==> src/core/rft_pkg.sv <==
// shared constants, types and register map of the rf frontend timer block
package rft_pkg;

    // register byte addresses on the host register port
    localparam logic [7:0] ADDR_T2_RELOAD_LO = 8'h1b;
    localparam logic [7:0] ADDR_T2_COUNT_HI  = 8'h1c;
    localparam logic [7:0] ADDR_T2_COUNT_LO  = 8'h1d;
    localparam logic [7:0] ADDR_T3_CONTROL   = 8'h1e;
    localparam logic [7:0] ADDR_T3_RELOAD_HI = 8'h1f;
    localparam logic [7:0] ADDR_T3_RELOAD_LO = 8'h20;
    localparam logic [7:0] ADDR_T3_COUNT_HI  = 8'h21;
    localparam logic [7:0] ADDR_T3_COUNT_LO  = 8'h22;

    // values after reset
    localparam logic [7:0]  RST_T3_CONTROL = 8'h00;
    localparam logic [7:0]  RST_RELOAD     = 8'h00;
    localparam logic [15:0] RST_COUNT      = 16'h0000;
    localparam logic [7:0]  RDATA_UNMAPPED = 8'h00;

    // field positions inside timer3_control
    localparam int CTRL_HALT_BIT  = 7;
    localparam int CTRL_AUTO_BIT  = 3;
    localparam logic [7:0] CTRL_WRITE_MASK = 8'hbb; // bits 6 and 2 reserved

    // base clock and the slow clock derived from it
    localparam int SYS_TICK_HZ  = 13_560_000;
    localparam int SLOW_TICK_HZ = 211_875;
    localparam int SLOW_DIV     = SYS_TICK_HZ / SLOW_TICK_HZ;
    localparam logic [5:0] SLOW_DIV_LAST = 6'(SLOW_DIV - 1);

    // automatic start selection
    typedef enum logic [1:0] {
        START_NONE   = 2'b00,
        START_TX_END = 2'b01,
        START_TRIM   = 2'b10,
        START_TRIM_UF = 2'b11
    } rft_start_e;

    // counter input clock selection
    typedef enum logic [1:0] {
        CLK_SYS  = 2'b00,
        CLK_SLOW = 2'b01,
        CLK_T0UF = 2'b10,
        CLK_T1UF = 2'b11
    } rft_clk_e;

    // timer3_control layout
    typedef struct packed {
        logic       halt_on_receive;
        logic       reserved_bit_6;
        rft_start_e start_mode_select;
        logic       auto_reload_enable;
        logic       reserved_bit_2;
        rft_clk_e   input_clock_select;
    } rft_ctrl_s;

    // counter command bundle
    typedef struct packed {
        logic        load;
        logic        halt;
        logic        tick;
        logic        auto_reload;
        logic [15:0] reload;
    } rft_cnt_cmd_s;

endpackage : rft_pkg

==> src/core/rft_down_counter.sv <==
// 16-bit reloadable down counter shared by timer2 and timer3
`timescale 1ns/100ps
`default_nettype none
module rft_down_counter
    import rft_pkg::*;
(
    input  wire logic         clk_in,
    input  wire logic         rst_in,
    input  wire rft_cnt_cmd_s cmd_in,
    output logic [15:0]       count_out,
    output logic              running_out,
    output logic              underflow_out
);
    logic [15:0] count_r;
    logic [15:0] count_nxt;
    logic        running_r;
    logic        running_nxt;
    logic        underflow_r;
    logic        at_zero;
    logic        step;

    assign at_zero = (count_r == 16'h0000);
    assign step    = running_r && cmd_in.tick && !cmd_in.load && !cmd_in.halt;

    // load beats halt; an underflow is a decrement from zero
    always_comb begin
        count_nxt   = count_r;
        running_nxt = running_r;
        if (cmd_in.load) begin
            count_nxt   = cmd_in.reload;
            running_nxt = 1'b1;
        end else if (cmd_in.halt) begin
            running_nxt = 1'b0;
        end else if (step && at_zero) begin
            if (cmd_in.auto_reload) begin
                count_nxt = cmd_in.reload;
            end else begin
                running_nxt = 1'b0;
            end
        end else if (step) begin
            count_nxt = count_r - 16'h0001;
        end
    end

    always_ff @(posedge clk_in) begin
        if (rst_in) begin
            count_r     <= RST_COUNT;
            running_r   <= 1'b0;
            underflow_r <= 1'b0;
        end else begin
            count_r     <= count_nxt;
            running_r   <= running_nxt;
            underflow_r <= step && at_zero;
        end
    end

    assign count_out     = count_r;
    assign running_out   = running_r;
    assign underflow_out = underflow_r;

endmodule : rft_down_counter
`default_nettype wire

==> src/core/rft_tick_select.sv <==
// input clock selection and divide-by-64 slow tick for the timer
`timescale 1ns/100ps
`default_nettype none
module rft_tick_select
    import rft_pkg::*;
(
    input  wire logic     clk_in,
    input  wire logic     rst_in,
    input  wire logic     sys_tick_in,
    input  wire logic     t0_underflow_in,
    input  wire logic     t1_underflow_in,
    input  wire rft_clk_e sel_in,
    output logic          tick_out
);
    logic [5:0] div_r;
    logic [5:0] div_nxt;
    logic       slow_tick;

    // divider advances only on base ticks so the slow tick is exactly 1/64 of them
    assign slow_tick = sys_tick_in && (div_r == SLOW_DIV_LAST);
    assign div_nxt   = sys_tick_in ? div_r + 6'h01 : div_r;

    always_ff @(posedge clk_in) begin
        if (rst_in) begin
            div_r <= 6'h00;
        end else begin
            div_r <= div_nxt;
        end
    end

    // one decrement strobe per event of the chosen source
    always_comb begin
        unique case (sel_in)
            CLK_SYS:  tick_out = sys_tick_in;
            CLK_SLOW: tick_out = slow_tick;
            CLK_T0UF: tick_out = t0_underflow_in;
            CLK_T1UF: tick_out = t1_underflow_in;
        endcase
    end
endmodule : rft_tick_select
`default_nettype wire

==> src/core/rft_timer_unit.sv <==
// timer3 with its control, reload and readback registers, plus timer2 reload-low and readback
// What this block does
// - halt-on-receive set: timer3 halts when the first four received bits arrive
// - halt-on-receive is ignored while start mode selects oscillator trimming
// - start mode 00 never starts automatically; 01 starts at transmit end
// - modes 10 and 11 trim the oscillator, start/stop on rising edges, 11 underflows
// - auto reload set outside start mode 10: reload the 16-bit value and keep counting at zero
// - auto reload clear: count to zero, stop and hold zero
// - timer3 underflow outside start mode 10 raises the timer interrupt request flag
// - clock select 00 uses 13.56 MHz, 01 uses that divided by 64
// - clock select 10 and 11 count timer0 or timer1 underflows
// - each start loads timer3 from its high and low reload bytes
// - reload writes never disturb a running count; used at next start
// - each timer2 start loads from its reload bytes, low byte bits 7..0
// - live timer3 count readable as read-only high and low bytes
// - live timer2 count readable as read-only high and low bytes
`timescale 1ns/100ps
`default_nettype none
module rft_timer_unit
    import rft_pkg::*;
(
    input  wire logic        CLK_IN,
    input  wire logic        RST_IN,
    // host register port
    input  wire logic [7:0]  ADDR_IN,
    input  wire logic [7:0]  WDATA_IN,
    input  wire logic        WR_IN,
    input  wire logic        RD_IN,
    output logic [7:0]       RDATA_OUT,
    // events from the rest of the frontend
    input  wire logic        SYS_TICK_IN,
    input  wire logic        TX_END_IN,
    input  wire logic        RX_FIRST4_IN,
    input  wire logic        OSC_EDGE_IN,
    input  wire logic        T0_UNDERFLOW_IN,
    input  wire logic        T1_UNDERFLOW_IN,
    input  wire logic        T3_START_NOW_IN,
    input  wire logic        T3_STOP_NOW_IN,
    // timer2 side: control lives in the neighbouring timer logic
    input  wire logic [7:0]  T2_RELOAD_HI_IN,
    input  wire logic        T2_START_IN,
    input  wire logic        T2_STOP_IN,
    input  wire logic        T2_TICK_IN,
    input  wire logic        T2_AUTO_RELOAD_IN,
    output logic             T2_UNDERFLOW_OUT,
    // timer3 status towards the interrupt and trimming logic
    output logic             T3_RUNNING_OUT,
    output logic             T3_UNDERFLOW_OUT,
    output logic             TIMER_IRQ_SET_OUT
);
    // ---- register file state
    rft_ctrl_s   ctrl_r;
    logic [7:0]  t3_reload_hi_r;
    logic [7:0]  t3_reload_lo_r;
    logic [7:0]  t2_reload_lo_r;
    logic [7:0]  rdata_r;
    logic [7:0]  rdata_nxt;
    logic        irq_r;

    // ---- timer3 control decode
    logic        trim_mode;
    logic        trim_wrap;
    logic        t3_tick;
    logic        t3_load;
    logic        t3_halt;
    logic        rx_halt;
    logic        trim_start;
    logic        trim_stop;
    logic [15:0] reload_value_16;
    logic [15:0] t3_count;
    logic        t3_running;
    logic        t3_underflow;
    rft_cnt_cmd_s t3_cmd;

    // ---- timer2
    logic [15:0] t2_count;
    logic        t2_running;
    rft_cnt_cmd_s t2_cmd;

    // ---- write strobes
    logic        wr_ctrl;
    logic        wr_t3_hi;
    logic        wr_t3_lo;
    logic        wr_t2_lo;

    // address match, used by the write decode
    function automatic logic hit(input logic [7:0] addr, input logic [7:0] target);
        hit = (addr == target);
    endfunction : hit

    // write decode
    assign wr_ctrl  = WR_IN && hit(ADDR_IN, ADDR_T3_CONTROL);
    assign wr_t3_hi = WR_IN && hit(ADDR_IN, ADDR_T3_RELOAD_HI);
    assign wr_t3_lo = WR_IN && hit(ADDR_IN, ADDR_T3_RELOAD_LO);
    assign wr_t2_lo = WR_IN && hit(ADDR_IN, ADDR_T2_RELOAD_LO);

    // control register: reserved bits are masked on write so they always read zero
    always_ff @(posedge CLK_IN) begin
        if (RST_IN) begin
            ctrl_r <= rft_ctrl_s'(RST_T3_CONTROL);
        end else if (wr_ctrl) begin
            ctrl_r <= rft_ctrl_s'(WDATA_IN & CTRL_WRITE_MASK);
        end
    end

    // reload bytes are only copied into the counter on a start event or an auto reload at zero
    always_ff @(posedge CLK_IN) begin
        if (RST_IN) begin
            t3_reload_hi_r <= RST_RELOAD;
            t3_reload_lo_r <= RST_RELOAD;
            t2_reload_lo_r <= RST_RELOAD;
        end else begin
            if (wr_t3_hi) begin
                t3_reload_hi_r <= WDATA_IN;
            end
            if (wr_t3_lo) begin
                t3_reload_lo_r <= WDATA_IN;
            end
            if (wr_t2_lo) begin
                t2_reload_lo_r <= WDATA_IN;
            end
        end
    end

    // start and stop sources for timer3
    assign trim_mode       = ctrl_r.start_mode_select[1];
    assign trim_wrap       = (ctrl_r.start_mode_select == START_TRIM_UF);
    assign trim_start      = trim_mode && OSC_EDGE_IN && !t3_running;
    assign trim_stop       = trim_mode && OSC_EDGE_IN && t3_running;
    assign rx_halt         = ctrl_r.halt_on_receive && !trim_mode
                             && RX_FIRST4_IN;
    assign t3_load         = T3_START_NOW_IN || trim_start
                             || (ctrl_r.start_mode_select == START_TX_END
                                 && TX_END_IN);
    assign t3_halt         = T3_STOP_NOW_IN || trim_stop || rx_halt;
    assign reload_value_16 = {t3_reload_hi_r, t3_reload_lo_r};

    // trimming without underflow never wraps, it simply ends at zero
    assign t3_cmd.load        = t3_load;
    assign t3_cmd.halt        = t3_halt;
    assign t3_cmd.tick        = t3_tick;
    assign t3_cmd.auto_reload = ctrl_r.auto_reload_enable
                                && (!trim_mode || trim_wrap);
    assign t3_cmd.reload      = reload_value_16;

    rft_tick_select u_t3_tick (
        .clk_in          (CLK_IN),
        .rst_in          (RST_IN),
        .sys_tick_in     (SYS_TICK_IN),
        .t0_underflow_in (T0_UNDERFLOW_IN),
        .t1_underflow_in (T1_UNDERFLOW_IN),
        .sel_in          (ctrl_r.input_clock_select),
        .tick_out        (t3_tick)
    );

    rft_down_counter u_t3_counter (
        .clk_in        (CLK_IN),
        .rst_in        (RST_IN),
        .cmd_in        (t3_cmd),
        .count_out     (t3_count),
        .running_out   (t3_running),
        .underflow_out (t3_underflow)
    );

    // timer2 counter: its start, stop and tick come from its own control logic
    assign t2_cmd.load        = T2_START_IN;
    assign t2_cmd.halt        = T2_STOP_IN;
    assign t2_cmd.tick        = T2_TICK_IN;
    assign t2_cmd.auto_reload = T2_AUTO_RELOAD_IN;
    assign t2_cmd.reload      = {T2_RELOAD_HI_IN, t2_reload_lo_r};

    rft_down_counter u_t2_counter (
        .clk_in        (CLK_IN),
        .rst_in        (RST_IN),
        .cmd_in        (t2_cmd),
        .count_out     (t2_count),
        .running_out   (t2_running),
        .underflow_out (T2_UNDERFLOW_OUT)
    );

    // interrupt request: trimming without underflow raises nothing
    always_ff @(posedge CLK_IN) begin
        if (RST_IN) begin
            irq_r <= 1'b0;
        end else begin
            irq_r <= t3_underflow && !(trim_mode && !trim_wrap);
        end
    end

    // read mux; counts are sampled live, so a read during reception may tear
    always_comb begin
        unique case (ADDR_IN)
            ADDR_T2_RELOAD_LO: rdata_nxt = t2_reload_lo_r;
            ADDR_T2_COUNT_HI:  rdata_nxt = t2_count[15:8];
            ADDR_T2_COUNT_LO:  rdata_nxt = t2_count[7:0];
            ADDR_T3_CONTROL:   rdata_nxt = ctrl_r;
            ADDR_T3_RELOAD_HI: rdata_nxt = t3_reload_hi_r;
            ADDR_T3_RELOAD_LO: rdata_nxt = t3_reload_lo_r;
            ADDR_T3_COUNT_HI:  rdata_nxt = t3_count[15:8];
            ADDR_T3_COUNT_LO:  rdata_nxt = t3_count[7:0];
            default:           rdata_nxt = RDATA_UNMAPPED;
        endcase
    end

    // read data is held until the next read strobe
    always_ff @(posedge CLK_IN) begin
        if (RST_IN) begin
            rdata_r <= RDATA_UNMAPPED;
        end else if (RD_IN) begin
            rdata_r <= rdata_nxt;
        end
    end

    assign RDATA_OUT         = rdata_r;
    assign T3_RUNNING_OUT    = t3_running;
    assign T3_UNDERFLOW_OUT  = t3_underflow;
    assign TIMER_IRQ_SET_OUT = irq_r;
endmodule : rft_timer_unit
`default_nettype wire

==> config.mk <==
export PLATFORM = sky130hd
export DESIGN_NAME = rft_timer_unit
export DESIGN_NICKNAME = d
export VERILOG_FILES = /design/src/core/rft_pkg.sv /design/src/core/rft_down_counter.sv /design/src/core/rft_tick_select.sv /design/src/core/rft_timer_unit.sv
export SDC_FILE = /design/constraint.sdc
export NUM_CORES = 1
export LEC_CHECK = 0
export BUFFER_PORTS_ARGS = -buffer_cell sky130_fd_sc_hd__buf_2
export CAP_MARGIN = 25
export CORE_UTILIZATION = 51
export CTS_CLUSTER_DIAMETER = 30
export DETAILED_ROUTE_END_ITERATION = 7
export GPL_TIMING_DRIVEN = 0
export HOLD_SLACK_MARGIN = 0.03
export PLACE_DENSITY = 0.71
export SYNTH_ARGS = -nofsm -noshare
export SYNTH_HDL_FRONTEND = slang
export SYNTH_SLANG_ARGS = --single-unit
==> constraint.sdc <==
create_clock -name CLK_IN -period 2.8 [get_ports CLK_IN]
set_clock_uncertainty 0.15 [all_clocks]
set_input_delay 0.14 -clock CLK_IN [delete_from_list [all_inputs] [get_ports CLK_IN]]
set_output_delay 0.14 -clock CLK_IN [all_outputs]
set_load 0.01 [all_outputs]
* Word level (Yosys, flattened, before mapping)
Index checks and enable logic that the tools add are counted.
Word-level totals: flip-flop bits (word level) 81, input bits 40, output and inout bits 12, logic and storage cells 105
Operators by class: $add $sub $neg 3, equal/unequal tests 20, muxes and demuxes 20, reduce and logical (&&, ||, !) cells 46
Operators by type and width (number):
- $mux W16 | 10
- $pmux W8 S8 | 1
- $eq A8 B5 Y1 const B | 5
- $logic_not A16 Y1 | 2
- $sub A16 B1 Y16 const B | 2
- $eq A8 B6 Y1 const B | 3
- $logic_and A1 B1 Y1 | 22
- $ne A3 B3 Y1 const B | 4
- $reduce_bool A3 Y1 | 4
- $logic_not A1 Y1 | 8
- $mux W1 | 8
- $add A6 B1 Y6 const B | 1
- $eq A2 B2 Y1 const B | 3
- $eq A6 B6 Y1 const B | 1
- $reduce_and A3 Y1 | 2
- $logic_or A1 B1 Y1 | 5
- $eq A2 B1 Y1 const B | 2
- $ne A2 B2 Y1 const B | 2
- $pmux W1 S4 | 1
- $reduce_and A2 Y1 | 2
- $logic_not A2 Y1 | 1

* Longest topological paths before layout
depth in word-level cells 11, mapped depth 11, mapped depth without buffers 8

* By module
From an unflattened synthesis, not the netlist that was laid out.
Unflattened totals: cell total of the unflattened synthesis 551, area total of the unflattened synthesis 4897.2 µm²
By module, submodules not included:
- rft_down_counter | instances 2, cells an instance 144, area each 1229.9 µm², seq. area each 360.3 µm²
- rft_timer_unit | instances 1, cells an instance 233, area each 2140.8 µm², seq. area each 780.7 µm²
- rft_tick_select | instances 1, cells an instance 30, area each 296.5 µm², seq. area each 120.1 µm²

* Worst setup path before layout
Ideal clock, no wire load.
path type reg-to-reg, from reg u_t3_counter.count_r[0], in the netlist u_t3_counter.count_out[0], to reg u_t3_counter.count_r[11], in the netlist u_t3_counter.count_out[11], library setup time 0.123 ns, data arrival time 2.164 ns, data required time 2.527 ns, path slack 0.362 ns, stages on the path, launching flop included 7, buffers on the path 0, period minus slack after synthesis 2.438 ns, cell sequence dfxtp_1 > or4_4 > or4_4 > or3_4 > or3_1 > a21oi_1 > o22ai_1
Between the ends: word-level cells in the longest chain between the ends 5, elaborated cells on any way between the ends 10, classes of those cells 1 x add/sub; 1 x eq/ne; 4 x mux; 4 x reduce/logical
RTL lines:
- start: declaration | RTL line rft_down_counter.sv:14 | logic [15:0] count_r;
- start signal: assignment | RTL line rft_down_counter.sv:51 | count_r <= count_nxt;
- $sub A16 B1 Y16 / $logic_not A16 Y1 (equally long branches) | RTL line rft_down_counter.sv:41, rft_down_counter.sv:22
- $mux W16 / $logic_and A1 B1 Y1 (equally long branches) | RTL line rft_down_counter.sv:40, rft_down_counter.sv:34
- $mux W16 | RTL line rft_down_counter.sv:34 | end else if (step && at_zero) begin
- $mux W16 | RTL line rft_down_counter.sv:32 | end else if (cmd_in.halt) begin
- $mux W16 | RTL line rft_down_counter.sv:29 | if (cmd_in.load) begin
Parallel ways exist; a longest one is shown, timed or not. The select of a mux whose other input is x is not followed. A chain may end at the register's enable or synchronous reset.

* Worst setup path in the final report
from reg u_t3_counter.count_r[0], in the netlist u_t3_counter.count_out[0], to reg u_t3_counter.count_r[1], in the netlist u_t3_counter.count_out[1]
Same word-level chain as after synthesis.

==> flow_summary.ini <==
[worst_setup_path]
crit_chain = inv_1 > ha_1 > nor3b_2 > and3_1 > o2111ai_1 > and2_1 > buf_6 > a211o_1 > a21oi_1
cp-start-kind = flop
slowest_delay_ns = 0.36
cp.buffers_inverters = 2
slowest_stage = dfxtp_1
worstPathRequired_ns = 2.94
critical-path-top-delay-family = simple AND/OR/NAND/NOR gates
crit_fanout = 9
cp-end-kind = flop
worstSetupPathType = flop to flop
critPathArrivalTime_ns = 2.78

[pwr]
total_power_mw = 2.65
leakagePower_nw = 1.98
power.density_mw_per_mm2 = 499
vdd_drop_max_v = 0.000306

[grt]
grt_max_degree = 13
grt_pass1_vias = 4134
grt_overflow = 0
grt_use_total = 0.323
grt_pass1_wl_um = 21800
antenna_found_initial = 0

[synth]
synthArstFlopShare = 0
yosysSeqAreaShare = 0.362
synth_cell_types = 69
syn_nets = 584
synth_edf_count = 0
synth_cells = 541
synth.avg_cell_area_um2 = 8.29
ys.flop_type = dfxtp_1
yosys_warnings = 0
synthesis.area_mm2 = 0.00448
synth-seq-cells = 81

[finish]
final_cell_mix = dfxtp_1 (81), a21oi_1 (61), buf_2 (54)
n_fill_cell = 744
diodes = 0
regArea_mm2 = 0.00162
final_nets = 666
area_delta_synth_final_pct = 18.5
stdcell_area_mm2 = 0.00531
multi_input_area_mm2 = 0.00276
drive_gt1_frac = 0.178
mostFrequentLayoutCell = dfxtp_1

[clocking]
cts_setup_buffers = 0
cts_sinks = 81
htree_levels = 3
clk_latency_ns = 0.36
clock_path_buffers = 2
cts-root-buf = clkbuf_8
cts_tree = done
path_clk_slew_ns = 0.09
cts_buffers = 9

[drt]
viasPerCell = 6.35
drc = 0
firstDrtPassIters = 5
wl_um = 14100
via_count = 4653
ant_nets = 0
wl_per_cell_um = 19.3
initialDrtViolationCount = 359

[timing]
tightest_slew_ns = 0.777
slew-limit-headroom = 0.482
postLayoutSetupSlackWorst_ns = 0.157
holdWs_ns = 0.0467
finalCritPeriodShare = 0.944
setup_violations = 0
slew_violations = 0
rsz0062_at_grt = false
period_needed_ns = 2.64
clock.fmax_mhz = 378
finalHoldViolations = 0
fin_setup_tns_ns = 0

[floorplan]
fp.dieH_um = 95.8
io_pins = 52
core_mm2 = 0.00834
die_area_mm2 = 0.00917
start_util = 0.538
die_w_um = 95.8
rows = 33

[place]
preCtsSetupSlack_ns = -0.0149
hpwl_um = 10500
place_congestion = 0.920
io_buffers = 50
placed_cell_area_mm2 = 0.00487

[worst_hold_path]
hp-class = input pin to flop

[outcome]
status = finished, final reports clean

[run]
cap_violations = 0
repair_timing:
action,in CTS,in global routing
hold buffers,20,0
setup endpoints to repair,5,29
endpoints found under the hold margin,44,0
resized for setup,1,15
logic make-up (layout without fill, tap and decap cells):
| kind of cell | count (synthesis) | after routing | share of synthesized area |
|---|---|---|---|
| simple gates | 211 | 211 | 0.253 |
| compound gates | 165 | 165 | 0.229 |
| flops | 81 | 81 | 0.362 |
| mux | 39 | 39 | 0.105 |
| buf+inv | 38 | 125 | 0.0341 |
| xor+xnor | 4 | 4 | 0.00782 |
| fa+ha+maj | 3 | 3 | 0.00837 |
sequential cells by signal, indices dropped and copies added, names as in the netlist, 6 cells and up:
register	count
ctrl_r	6
t3_reload_lo_r	8
u_t2_counter.count_out	16
t2_reload_lo_r	8
RDATA_OUT	8
t3_reload_hi_r	8
u_t3_tick.div_r	6
u_t3_counter.count_out	16
cell type report:
class | instances | share of cell area
Multi-Input combinational cell | 422 | 0.518
Clock inverter | 2 | 0.00706
Inverter | 11 | 0.00777
Buffer | 26 | 0.0214
Tap cell | 105 | 0.0247
Clock buffer | 14 | 0.0287
Timing Repair Buffer | 72 | 0.0866
Sequential cell | 81 | 0.305
report_power, final:
| part | leakage [nW] | internal [mW] | switching, mW | total [mW] |
|---|---|---|---|---|
| Clock | 0.0909 | 0.439 | 0.426 | 0.865 |
| Sequential | 0.657 | 1.19 | 0.0572 | 1.24 |
| Combinational | 1.24 | 0.226 | 0.316 | 0.542 |
| Total | 1.98 | 1.85 | 0.799 | 2.65 |
worst register-to-register path: cells and delay by family (launching register included):
family	cells	cell delay [ns]
compound gates	3	0.68
fa+ha+maj	1	0.23
buf+inv	2	0.27
flops	1	0.36
simple gates	3	0.88
through the flow:
stage / std cells / utilization
2_1_floorplan: 541 / -
3_3_place_gp: 696 / 0.583
3_5_place_dp: 698 / 0.584
4_1_cts: 734 / 0.631
5_1_grt: 733 / 0.637
6_report: 733 / 0.637
cell usage after synthesis, drive strengths merged, types with 5 or more instances:
cell | n | share of area
buf | 6 | 0.0073
nand3 | 23 | 0.026
nor4 | 11 | 0.019
a21o | 9 | 0.015
o21ai | 36 | 0.041
mux2 | 6 | 0.015
nor3 | 17 | 0.023
mux4 | 6 | 0.030
nand2 | 51 | 0.043
o2bb2ai | 5 | 0.0098
dfxtp | 81 | 0.36
a22oi | 14 | 0.023
o22ai | 5 | 0.0070
and2 | 9 | 0.013
inv | 11 | 0.0092
mux2i | 27 | 0.060
nor3b | 6 | 0.012
or3 | 5 | 0.0092
a21oi | 61 | 0.068
clkbuf | 21 | 0.018
o211ai | 7 | 0.012
nor2 | 52 | 0.045
worst paths after layout:
| path | from | to | slack (ns) | depth (start not counted) |
|---|---|---|---|---|
| worst max register to register | u_t3_counter.count_out[0] | u_t3_counter.count_out[1] | 0.16 | 9 |
| worst min-delay path | OSC_EDGE_IN | u_t3_counter.running_out | 0.05 | 4 |
| worst max-delay path | u_t3_counter.count_out[0] | u_t3_counter.count_out[1] | 0.16 | 9 |
| worst min register to register | RDATA_OUT[0] | RDATA_OUT[0] | 0.33 | 2 |
layer usage:
layer,GRT usage,vias up,part of all wire,wire length [um]
li1,-,2175,-,-
met1,0.477,2216,0.46,6550
met2,0.464,239,0.43,6120
met3,0.0766,23,0.085,1210
met4,0.0958,0,0.018,256
met5,0,-,0,0
Note: power is estimated with default switching activity, not from simulation.
